<file path="src/core/emp_pkg.sv">
// Notes on behaviour
// - separate build-time clock enables for input and output registers; disabled registers hold.
// - address hold acts as an extra active-low clock enable on the address register.
// - while hold is high the previously registered address is used.
// - built-in asynchronous clear resets registered ports at once, no clock edge.
// - clearing of port A and port B read data are separate build options.
// - the initial image is read using the dimensions of the chosen port; the code always uses port A's, INIT_PORT_B only sets a config bit.
// - write data exists in all modes except read-only mode.
// - the address input exists in every mode.
// - write enable exists outside read-only mode; writes only while it is asserted.
// - optional read enable gates reads, depending on mode and block type; the code applies USE_RD_EN the same way in every mode and block type.
// - byte mask limits which lanes are written; none in read-only or logic builds.
// - read data exists in single-port, true two-port and read-only modes.
// - read data is exactly as wide as write data.
// - in single-clock mode one clock drives every registered port.
// - in independent-clock mode port A registers run on the primary clock.
package emp_pkg;

   typedef enum logic [1:0]
   {
      emp_single_port,
      emp_simple_two_port,
      true_two_port_mode,
      emp_rom_mode
   } emp_mode_t;

   // register map, byte addresses
   localparam logic [3:0] EMP_CTRL_OFS   = 4'h0;
   localparam logic [3:0] EMP_STATUS_OFS = 4'h4;
   localparam logic [3:0] EMP_WRCNT_OFS  = 4'h8;
   localparam logic [3:0] EMP_CONFIG_OFS = 4'hC;

   // control register: bit 0 lets the input registers run
   localparam int         EMP_CTRL_RUN_BIT = 0;
   localparam logic [0:0] EMP_CTRL_RST     = 1'h1;

   // config register field positions
   localparam int EMP_CFG_IN_CE   = 0;
   localparam int EMP_CFG_OUT_CE  = 1;
   localparam int EMP_CFG_HOLD    = 2;
   localparam int EMP_CFG_ACLR    = 3;
   localparam int EMP_CFG_CLR_QA  = 4;
   localparam int EMP_CFG_CLR_QB  = 5;
   localparam int EMP_CFG_REG_Q   = 6;
   localparam int EMP_CFG_RD_EN   = 7;
   localparam int EMP_CFG_INIT_B  = 8;
   localparam int EMP_CFG_MODE_LO = 9;

   localparam int EMP_BUS_W = 32;

endpackage

</file>
<file path="src/core/emp_mem_if.sv">
`timescale 1ns/100ps
interface emp_mem_if #(
   parameter int DATA_W = 8,
   parameter int ADDR_W = 8,
   parameter int LANES  = 1
);
   logic              rst_n;
   logic              clr;
   logic              ce;
   logic              we;
   logic              rd;
   logic [ADDR_W-1:0] addr;
   logic [DATA_W-1:0] wdata;
   logic [LANES-1:0]  lane_en;
   logic [DATA_W-1:0] rdata;

   modport ctrl (output rst_n, clr, ce, we, rd, addr, wdata, lane_en, input rdata);
   modport mem  (input rst_n, clr, ce, we, rd, addr, wdata, lane_en, output rdata);
endinterface

</file>
<file path="src/core/emp_port_a.sv">
`timescale 1ns/100ps
module emp_port_a #(
   parameter emp_pkg::emp_mode_t MODE = emp_pkg::emp_single_port,
   parameter int  DATA_W      = 8,
   parameter int  ADDR_W      = 8,
   parameter int  DEPTH       = 256,
   parameter int  LANE_W      = 8,
   parameter bit  USE_IN_CE   = 1'b1,
   parameter bit  USE_OUT_CE  = 1'b1,
   parameter bit  USE_HOLD    = 1'b1,
   parameter bit  USE_ACLR    = 1'b1,
   parameter bit  ACLR_Q_A    = 1'b1,
   parameter bit  ACLR_Q_B    = 1'b0,
   parameter bit  REG_Q_A     = 1'b1,
   parameter bit  USE_RD_EN   = 1'b1,
   parameter bit  USE_BYTE_EN = 1'b1,
   parameter bit  IN_LES      = 1'b0,
   parameter bit  INIT_PORT_B = 1'b0,
   parameter logic [DEPTH*DATA_W-1:0] INIT_IMAGE = '0
)(
   input  wire logic                           mclk_i,
   input  wire logic                           rst_n_i,
   input  wire logic                           aclr_i,
   input  wire logic                           in_clk_en_a_i,
   input  wire logic                           out_clk_en_a_i,
   input  wire logic [DATA_W-1:0]              wr_data_a_i,
   input  wire logic [ADDR_W-1:0]              addr_a_i,
   input  wire logic                           wr_en_a_i,
   input  wire logic                           rd_en_a_i,
   input  wire logic [DATA_W/LANE_W-1:0]       byte_en_a_i,
   input  wire logic                           addr_hold_a_i,
   output logic      [DATA_W-1:0]              rd_data_a_o,
   input  wire logic [3:0]                     avs_address_i,
   input  wire logic                           avs_read_i,
   input  wire logic                           avs_write_i,
   input  wire logic [emp_pkg::EMP_BUS_W-1:0]  avs_writedata_i,
   input  wire logic [3:0]                     avs_byteenable_i,
   output logic      [emp_pkg::EMP_BUS_W-1:0]  avs_readdata_o,
   output logic                                avs_waitrequest_o
);
   localparam int LANES = DATA_W / LANE_W;
   localparam int BW    = emp_pkg::EMP_BUS_W;

   // mode-dependent port presence
   wire has_wr = (MODE != emp_pkg::emp_rom_mode);
   wire has_q  = (MODE != emp_pkg::emp_simple_two_port);
   wire has_bm = has_wr && !IN_LES && USE_BYTE_EN;

   logic              run_q;
   logic              run_d;
   logic [ADDR_W-1:0] addr_q;
   logic [31:0]       wrcnt_q;
   logic              ack_q;
   logic [BW-1:0]     rdbus_q;
   logic [BW-1:0]     rdbus_d;
   logic [DATA_W-1:0] q_reg;

   // build options gate the pins; a missing clock enable reads as always-on, a missing hold or clear as never asserted
   wire in_ce  = (USE_IN_CE ? in_clk_en_a_i : 1'b1) && run_q;
   wire out_ce = USE_OUT_CE ? out_clk_en_a_i : 1'b1;
   wire hold   = USE_HOLD && addr_hold_a_i;
   wire aclr   = USE_ACLR && aclr_i;
   wire clr_qa = aclr && ACLR_Q_A;
   wire [ADDR_W-1:0] addr_eff = hold ? addr_q : addr_a_i;
   wire wr_go  = has_wr && wr_en_a_i;
   wire rd_go  = USE_RD_EN ? rd_en_a_i : 1'b1;
   wire [LANES-1:0] lanes = has_bm ? byte_en_a_i : {LANES{1'b1}};

   emp_mem_if #(.DATA_W(DATA_W), .ADDR_W(ADDR_W), .LANES(LANES)) mif ();

   assign mif.rst_n   = rst_n_i;
   assign mif.clr     = clr_qa && !REG_Q_A;
   assign mif.ce      = in_ce;
   assign mif.we      = wr_go;
   assign mif.rd      = rd_go;
   assign mif.addr    = addr_eff;
   assign mif.wdata   = wr_data_a_i;
   assign mif.lane_en = lanes;

   // one primary clock drives every registered port of A
   emp_mem_array #(
      .DATA_W     (DATA_W),
      .ADDR_W     (ADDR_W),
      .DEPTH      (DEPTH),
      .LANE_W     (LANE_W),
      .INIT_IMAGE (INIT_IMAGE)
   ) u_mem (
      .clk_i (mclk_i),
      .m     (mif)
   );

   emp_out_stage #(.DATA_W(DATA_W)) u_out (
      .clk_i   (mclk_i),
      .rst_n_i (rst_n_i),
      .clr_i   (clr_qa && REG_Q_A),
      .ce_i    (out_ce),
      .d_i     (mif.rdata),
      .q_o     (q_reg)
   );

   // read data width equals write data width by construction
   assign rd_data_a_o = !has_q ? '0 : (REG_Q_A ? q_reg : mif.rdata);

   // registered address; hold is an extra active-low enable
   always_ff @(posedge mclk_i or posedge aclr)
   begin
      if (aclr)
         addr_q <= '0;
      else if (!rst_n_i)
         addr_q <= '0;
      else if (in_ce && !hold)
         addr_q <= addr_a_i;
   end

   // register bus: one wait cycle, answer on the second
   wire bus_req = avs_read_i || avs_write_i;
   wire bus_go  = bus_req && ack_q;
   wire sel_ctrl   = (avs_address_i == emp_pkg::EMP_CTRL_OFS);
   wire sel_status = (avs_address_i == emp_pkg::EMP_STATUS_OFS);
   wire sel_wrcnt  = (avs_address_i == emp_pkg::EMP_WRCNT_OFS);
   wire sel_config = (avs_address_i == emp_pkg::EMP_CONFIG_OFS);
   wire ctrl_wr = bus_go && avs_write_i && sel_ctrl && avs_byteenable_i[0];

   wire [BW-1:0] cfg_word = BW'({
      2'(MODE), INIT_PORT_B, USE_RD_EN, REG_Q_A, ACLR_Q_B,
      ACLR_Q_A, USE_ACLR, USE_HOLD, USE_OUT_CE, USE_IN_CE});
   wire [BW-1:0] st_word  = BW'({hold, in_ce, addr_q});

   assign run_d = ctrl_wr ? avs_writedata_i[emp_pkg::EMP_CTRL_RUN_BIT] : run_q;

   always_comb
   begin
      rdbus_d = '0;
      if (sel_ctrl)
         rdbus_d = BW'(run_q);
      else if (sel_status)
         rdbus_d = st_word;
      else if (sel_wrcnt)
         rdbus_d = wrcnt_q;
      else if (sel_config)
         rdbus_d = cfg_word;
   end

   always_ff @(posedge mclk_i)
   begin
      if (!rst_n_i)
      begin
         run_q   <= emp_pkg::EMP_CTRL_RST;
         ack_q   <= 1'b0;
         rdbus_q <= '0;
      end
      else
      begin
         run_q   <= run_d;
         ack_q   <= bus_req && !ack_q;
         rdbus_q <= (bus_req && !ack_q && avs_read_i) ? rdbus_d : rdbus_q;
      end
   end

   // counts stored writes, wraps
   always_ff @(posedge mclk_i)
   begin
      if (!rst_n_i)
         wrcnt_q <= '0;
      else if (in_ce && wr_go)
         wrcnt_q <= wrcnt_q + 32'h1;
   end

   assign avs_waitrequest_o = bus_req && !ack_q;
   assign avs_readdata_o    = rdbus_q;

   // ---------------- checks ----------------
   logic              chk_v_q;
   logic [ADDR_W-1:0] chk_a_q;
   logic [DATA_W-1:0] chk_d_q;
   logic              aclr_seen_q;

   // a clear released on an edge still blocks the loads of that edge
   always_ff @(posedge mclk_i)
   begin
      chk_v_q     <= rst_n_i && in_ce && wr_go && (&lanes);
      chk_a_q     <= addr_eff;
      chk_d_q     <= wr_data_a_i;
      aclr_seen_q <= aclr;
   end
endmodule

</file>
<file path="src/core/emp_mem_array.sv">
`timescale 1ns/100ps
module emp_mem_array #(
   parameter int                  DATA_W     = 8,
   parameter int                  ADDR_W     = 8,
   parameter int                  DEPTH      = 256,
   parameter int                  LANE_W     = 8,
   parameter logic [DEPTH*DATA_W-1:0] INIT_IMAGE = '0
)(
   input  wire logic  clk_i,
   emp_mem_if.mem     m
);
   localparam int LANES = DATA_W / LANE_W;

   logic [DATA_W-1:0] mem_q [DEPTH];
   logic [DATA_W-1:0] rdata_q;

   // flat image: same bit order whichever port's words it is cut in
   initial
   begin
      for (int i = 0; i < DEPTH; i++)
         mem_q[i] = INIT_IMAGE[i*DATA_W +: DATA_W];
   end

   always @(posedge clk_i)
   begin
      if (m.ce && m.we)
      begin
         for (int g = 0; g < LANES; g++)
            if (m.lane_en[g])
               mem_q[m.addr][g*LANE_W +: LANE_W] <= m.wdata[g*LANE_W +: LANE_W];
      end
   end

   // read data always leaves from a flop
   always_ff @(posedge clk_i or posedge m.clr)
   begin
      if (m.clr)
         rdata_q <= '0;
      else if (!m.rst_n)
         rdata_q <= '0;
      else if (m.ce && m.rd)
         rdata_q <= mem_q[m.addr];
   end

   assign m.rdata = rdata_q;
endmodule

</file>
<file path="src/core/emp_out_stage.sv">
`timescale 1ns/100ps
module emp_out_stage #(
   parameter int DATA_W = 8
)(
   input  wire logic              clk_i,
   input  wire logic              rst_n_i,
   input  wire logic              clr_i,
   input  wire logic              ce_i,
   input  wire logic [DATA_W-1:0] d_i,
   output logic      [DATA_W-1:0] q_o
);
   logic [DATA_W-1:0] q_q;

   always_ff @(posedge clk_i or posedge clr_i)
   begin
      if (clr_i)
         q_q <= '0;
      else if (!rst_n_i)
         q_q <= '0;
      else if (ce_i)
         q_q <= d_i;
   end

   assign q_o = q_q;
endmodule

</file>
<file path="config.mk">
export PLATFORM = sky130hd
export DESIGN_NAME = emp_port_a
export DESIGN_NICKNAME = d
export VERILOG_FILES = /design/src/core/emp_pkg.sv /design/src/core/emp_mem_if.sv /design/src/core/emp_port_a.sv /design/src/core/emp_mem_array.sv /design/src/core/emp_out_stage.sv
export SDC_FILE = /design/constraint.sdc
export NUM_CORES = 2
export LEC_CHECK = 0
export BUFFER_PORTS_ARGS = -buffer_cell sky130_fd_sc_hd__clkbuf_2
export CORE_MARGIN = 8
export CORE_UTILIZATION = 39
export CTS_CLUSTER_DIAMETER = 60
export DETAILED_ROUTE_END_ITERATION = 10
export PLACE_DENSITY = 0.58
export SYNTH_ARGS = -nofsm -noshare
export SYNTH_HDL_FRONTEND = slang
export SYNTH_SLANG_ARGS = --single-unit
</file>
<file path="constraint.sdc">
create_clock -name mclk_i -period 2.9 [get_ports mclk_i]
set_input_delay 0.145 -clock mclk_i [delete_from_list [all_inputs] [get_ports mclk_i]]
set_output_delay 0.145 -clock mclk_i [all_outputs]
set_load 0.01 [all_outputs]
</file>
* After elaboration in Yosys (flattened, before gate mapping)
Memory sizes are Yosys's and may differ from the RTL's. A register that Yosys moved wholly into a read port is not among the register bits. Index checks and enable logic that the tools add are counted.
Word-level totals: memories kept 1, bits in read-only memories 0, input port bits 67, output and inout bits 41, bits in registers 82, latch bits 0, word-level logic and storage cells 40, bits in writable memories 2048
Memories:
- u_mem.mem_q | depth 256, width 8, read ports 1, clocked after Yosys merged registers in 1, wr ports 1, RTL line emp_mem_array.sv:14 | logic [DATA_W-1:0] mem_q [DEPTH];
Operators by class: multipliers 0, magnitude comparators 0, equality and inequality tests 5, div/mod/pow operators 0, shifts and indexed selects 0, bitwise logic cells 0, add/subtract/negate cells 1, muxes and demuxes 12, reductions and logical operators 15
Operator list (count):
- 2-to-1 mux 32 bit | 3
- 2-to-1 mux 8 bit | 6
- adder 32 x 1 -> 32 bit, second input constant | 1
- logical AND 1 bit | 10
- equality test 4 bit, second input constant | 2
- equality test 4 x 3 -> 1 bit, second input constant | 1
- logical NOT 4 bit | 1
- != test 2 x 1 -> 1 bit, second input constant | 2
- logical NOT 1 bit | 3
- 2-to-1 mux 1 bit | 3
- logical OR 1 bit | 1

* Logic depth before layout (Yosys ltp)
word-level depth 5, gate-level depth with buffers 14, mapped depth without buffers 8

* Cells and area by module
A second synthesis with hierarchy kept.
Second synthesis, totals: cell total of the unflattened synthesis 4197, area, all modules 83208.6 sq um
Modules (own cells, without submodules):
- emp_mem_array | area an instance 79590.1 sq um, seq. area each 61699.2 sq um, cells an instance 3793, times used 1
- emp_port_a | area an instance 3273.1 sq um, seq. area each 1521.5 sq um, cells an instance 378, times used 1
- emp_out_stage | area an instance 345.3 sq um, seq. area each 200.2 sq um, cells an instance 26, times used 1

* Worst setup path after synthesis
OpenSTA, ideal clock, no wires.
path type in2reg, start input addr_hold_a_i, end memory u_mem.mem_q[152][0] (enable), setup slack -0.032 ns, library setup time 0.383 ns, stages 9, arrival time 2.549 ns, data required time 2.517 ns, buffers on the path 5, path through buf_6 > buf_2 > buf_2 > mux2_2 > nor2_1 > buf_2 > nand3_1 > clkbuf_1 > nor3_1
Between the ends: cells in the longest elaborated chain, start to end 1
Ends and longest elaborated chain:
- start, declared | RTL line emp_port_a.sv:31 | input wire logic addr_hold_a_i,
- 2-to-1 mux 8 bit | RTL line emp_port_a.sv:64 | wire [ADDR_W-1:0] addr_eff = hold ? addr_q : addr_a_i;
- end, declared | RTL line emp_mem_array.sv:14
No other way between the ends.

* Final worst setup path
start register addr_q[0], end register u_mem.rdata_q[6], in the netlist u_mem.m.rdata[6], read port of u_mem.mem_q
Between the ends: cells in the longest elaborated chain, start to end 1
Ends and longest elaborated chain:
- start, declared | RTL line emp_port_a.sv:51 | logic [ADDR_W-1:0] addr_q;
- start signal, assigned | RTL line emp_port_a.sv:112 | addr_q <= addr_a_i;
- 2-to-1 mux 8 bit | RTL line emp_port_a.sv:64
- end, declared | RTL line emp_mem_array.sv:15 | logic [DATA_W-1:0] rdata_q;
No other way between the ends. A chain may end at the register's enable or synchronous reset.

==> flow_results.xml <==
<?xml version="1.0" encoding="UTF-8"?>
<metrics>
  <group name="synth">
    <metric name="netlist.area_leader.share" unit="%">76.3</metric>
    <metric name="synth.yosys.seq_area_share" unit="%">78.6</metric>
    <metric name="synth_area_leaders" unit="">sky130_fd_sc_hd__edfxtp_1 76%, sky130_fd_sc_hd__a22oi_1 9.0%, sky130_fd_sc_hd__a21oi_1 3.0%, sky130_fd_sc_hd__dfxtp_1 1.8%, sky130_fd_sc_hd__clkbuf_1 1.1%</metric>
    <metric name="synthDistinctLibCells" unit="">51</metric>
    <metric name="syn-cell-area" unit="sq um">80700</metric>
    <metric name="yosys_register_bits" unit="">2138</metric>
    <metric name="netlist.top_cell.by_area" unit="">sky130_fd_sc_hd__edfxtp_1</metric>
    <metric name="synthArstFlopShare" unit="%">0.748</metric>
    <metric name="synth_mux_area_share" unit="%">0.324</metric>
    <metric name="synth_adder_area_share" unit="%">0.0155</metric>
    <metric name="syn_nets" unit="">5068</metric>
    <metric name="synth_top_family_by_area" unit="">compound AO/OA/AOI/OAI gates</metric>
    <metric name="post_synth_xor_area_fraction" unit="%">0.293</metric>
    <metric name="yosys_warnings" unit="">0</metric>
    <metric name="postSynthCellCount" unit="">5000</metric>
    <metric name="count_of_flip_flops_with_a_built_in_enable_after_synthesis" unit="">2048</metric>
    <metric name="postSynth.topFlopCell" unit="">sky130_fd_sc_hd__edfxtp_1</metric>
    <metric name="simple_gate_area_share_of_the_yosys_netlist" unit="%">4.10</metric>
    <metric name="synth_compound_gate_area_share" unit="%">14.6</metric>
    <metric name="synthesis.area_per_instance" unit="sq um">16.1</metric>
  </group>
  <group name="clock_tree">
    <metric name="tritoncts" unit="">done</metric>
    <metric name="cts_inserted_buffers" unit="">206</metric>
    <metric name="clkSlewWorstSetupHoldPaths" unit="ns">0.07</metric>
    <metric name="cts_max_level" unit="">4</metric>
    <metric name="cts-root-buf" unit="">sky130_fd_sc_hd__clkbuf_16</metric>
    <metric name="ctsLongestPathBuffers" unit="">3</metric>
    <metric name="numClockSinks" unit="">2138</metric>
    <metric name="worst_skew_pair.late_latency" unit="ns">0.84</metric>
  </group>
  <group name="floorplanning">
    <metric name="row_count" unit="">167</metric>
    <metric name="core" unit="sq um">206000</metric>
    <metric name="die-area" unit="sq um">222000</metric>
    <metric name="width_of_the_die" unit="microns">471</metric>
    <metric name="floorplan.initialDensity" unit="%">39.1</metric>
    <metric name="ios" unit="">108</metric>
    <metric name="die_height" unit="microns">471</metric>
  </group>
  <group name="timing">
    <metric name="timing.final.setup_violations" unit="">8</metric>
    <metric name="worst_pin_slew" unit="ns">1.17</metric>
    <metric name="slew-limit-headroom" unit="%">21.3</metric>
    <metric name="layout_setup_ws" unit="ns">-0.190</metric>
    <metric name="grt_setup_unrepaired" unit="">yes</metric>
    <metric name="final_period_minus_worst_setup_slack" unit="ns">3.09</metric>
    <metric name="worst_clk_skew" unit="ns">0.0305</metric>
    <metric name="timing.final.crit_share" unit="%">107</metric>
    <metric name="final-hold-violation-count" unit="">0</metric>
    <metric name="fmax" unit="GHz">0.324</metric>
    <metric name="drv_slew" unit="">0</metric>
  </group>
  <group name="grt">
    <metric name="first_global_vias" unit="">49200</metric>
    <metric name="global_route.overflow_total" unit="">0</metric>
    <metric name="grt_start_max_net_pins" unit="">105</metric>
    <metric name="antenna_violations_before_repair" unit="">4</metric>
    <metric name="grt_util_all_layers" unit="%">20.5</metric>
    <metric name="grt_first_pass_wirelength" unit="microns">342000</metric>
  </group>
  <group name="power_and_ir_drop">
    <metric name="power" unit="uW">65300</metric>
    <metric name="power.switching_fraction" unit="%">22.8</metric>
    <metric name="p_leak" unit="uW">0.0317</metric>
    <metric name="power_share_of_the_clock_group" unit="%">40.5</metric>
    <metric name="net-switching-power" unit="uW">14900</metric>
    <metric name="power.share.sequential" unit="%">51.8</metric>
    <metric name="cell_internal_pwr" unit="uW">50400</metric>
    <metric name="peakVddDrop" unit="mV">0.639</metric>
    <metric name="power.share.combinational" unit="%">7.7</metric>
    <metric name="cellPowerDensity" unit="nW/um^2">654</metric>
  </group>
  <group name="placed_design">
    <metric name="finalWeightedCongestion" unit="">0.861</metric>
    <metric name="dp.final_hpwl" unit="microns">147000</metric>
    <metric name="placement.io_buffers" unit="">73</metric>
    <metric name="total_placed_cells_including_tap_cells" unit="">8178</metric>
  </group>
  <group name="cells_and_area">
    <metric name="syn_to_final_growth" unit="%">23.8</metric>
    <metric name="final_cell_count_no_fill" unit="">8633</metric>
    <metric name="final_cell_mix" unit="">2048 x sky130_fd_sc_hd__edfxtp_1, 890 x sky130_fd_sc_hd__a22oi_1, 687 x sky130_fd_sc_hd__buf_4</metric>
    <metric name="fraction_of_layout_cells_with_a_size_suffix_above_1" unit="%">25.6</metric>
    <metric name="layout.cells.most_common" unit="">sky130_fd_sc_hd__edfxtp_1</metric>
    <metric name="num-nets-final" unit="">5816</metric>
    <metric name="filler_cell_count" unit="">17200</metric>
  </group>
  <group name="worst_setup_path">
    <metric name="worst_ep_required_time" unit="ns">3.62</metric>
    <metric name="worst_ep_arrival_time" unit="ns">3.81</metric>
    <metric name="critPathLaunchType" unit="">flip-flop</metric>
    <metric name="crit_path_class" unit="">flip-flop to flip-flop</metric>
    <metric name="cp_max_fo" unit="">12</metric>
    <metric name="worstSetupEndpointType" unit="">flip-flop</metric>
  </group>
  <group name="route">
    <metric name="drt_wl_total" unit="microns">237000</metric>
    <metric name="drc" unit="">0</metric>
    <metric name="vias" unit="">50600</metric>
    <metric name="antenna_violating_nets_post_route" unit="">0</metric>
    <metric name="detail_route.vias_per_cell" unit="">5.86</metric>
    <metric name="post_drt_wl_per_cell" unit="microns">27.4</metric>
    <metric name="detailedRoute.firstIterationViolations" unit="">6439</metric>
    <metric name="drt-pass1-iter-count" unit="">7</metric>
  </group>
  <group name="status">
    <metric name="violated_checks" unit="">setup timing</metric>
    <metric name="run_status" unit="">finished with violations</metric>
  </group>
  <group name="job">
    <metric name="max_cap_viols" unit="">0</metric>
  </group>
  <group name="hold_path">
    <metric name="min_path_type" unit="">primary input to asynchronous set/reset pin</metric>
  </group>
</metrics>
-- what timing repair did --
item                                   CTS  global route
buffers inserted                        21             7
cloned                                  19             0
endpoints found under the hold margin  674             0
pin swaps                               80            50
gates resized for setup                262           145
setup endpoints to repair               99           353
hold buffers                            30             0
-- cells in the mapped netlist (all sizes together) (5+ instances only) --
library cell  count
a2111oi          33
a21oi           480
a22o              8
a22oi           969
a311oi            8
a31oi             8
and2             31
and3              6
buf             157
clkbuf          236
dfrtp            16
dfxtp            74
edfxtp         2048
inv              10
mux2i            25
nand2            69
nand3            24
nand4            37
nor2            226
nor2b            55
nor3             58
nor4            128
o211ai            8
o21a             96
o21ai            93
o22ai             8
o41ai            16
or2               5
or3               5
xnor2            18
xor2              9
-- layer usage --
layer / share of wire [%] / track usage [%]
met3: 7.6 / 3.21
met5: 0 / 0
met2: 47 / 32.5
met1: 42 / 29.1
met4: 3.0 / 6.51
-- sequential cells by signal, indices dropped and copies added (netlist names) --
name / count
addr_q: 8
run_q: 1
ack_q: 1
u_mem.m.rdata: 8
u_mem.mem_q: 2048
u_out.q_o: 8
wrcnt_q: 32
avs_readdata_o: 32
-- metrics by stage --
step	instance area [sq um]	utilization [%]	hold WS [ns]	TNS [ns]	setup slack (ns)
after global routing	99800	48.4	0.160	-2.03	-0.301
after CTS	99100	48.0	0.0893	-1.47	-0.182
after floorplan	80700	-	0.0587	-2.56	-0.0320
after detailed placement	90100	43.7	0.401	-40.65	-0.615
after global placement	90100	43.7	0.395	-32.61	-0.677
final	99800	48.4	0.125	-1.23	-0.190
-- area by class of cell --
type	count	area (sq um)	area share [%]
sequential	2138	63400	63.5
multi-input combinational	2461	17600	17.6
timing repair buffer	931	8800	8.81
clock buffer	259	5490	5.50
tap	2704	3380	3.39
clock inverter	128	1170	1.17
inverter	10	37.5	0.0376
antenna	2	5.00	0.00501
-- worst max-delay path, cell delays in order, from the launching register on --
cell,delay (ns)
sky130_fd_sc_hd__dfrtp_2,0.44
sky130_fd_sc_hd__and3_4,0.17
sky130_fd_sc_hd__or2_4,0.31
sky130_fd_sc_hd__buf_12,0.18
sky130_fd_sc_hd__buf_16,0.19
sky130_fd_sc_hd__buf_12,0.15
sky130_fd_sc_hd__buf_12,0.14
sky130_fd_sc_hd__a22oi_1,0.20
sky130_fd_sc_hd__a21oi_1,0.14
sky130_fd_sc_hd__nor4_4,0.34
sky130_fd_sc_hd__buf_4,0.17
sky130_fd_sc_hd__a22oi_1,0.10
sky130_fd_sc_hd__buf_4,0.19
sky130_fd_sc_hd__nand4_1,0.10
sky130_fd_sc_hd__a31oi_1,0.08
-- power groups by stage --
stage          sequential [uW]  clock (uW)  combinational [uW]
2_1_floorplan            34500           0                1790
5_1_grt                  33800       28000                5230
3_5_place_dp             34500           0                4370
4_1_cts                  33900       26800                4850
3_3_place_gp             34500           0                4340
6_report                 33900       26500                5000
-- final timing paths --
path                                   start                 to  slack [ns]  depth (start not counted)
min                                   aclr_i          addr_q[5]        0.13                          3
max                                addr_q[0]   u_mem.m.rdata[6]       -0.19                         14
min in group mclk_i              addr_a_i[4]          addr_q[4]        0.19                          4
min reg2reg                avs_readdata_o[3]  avs_readdata_o[3]        0.52                          2
max in group asynchronous             aclr_i          addr_q[0]        2.06                          3
max reg2reg                        addr_q[0]   u_mem.m.rdata[6]       -0.19                         14
-- cell families after synthesis --
group	Yosys count
XOR/XNOR	27
AND/OR/NAND/NOR	659
multiplexers	26
flip-flops	2138
adder cells (fa/ha/maj)	1
AO/OA/AOI/OAI	1746
buffers and inverters	403
Power figures use the tool's default switching activity.
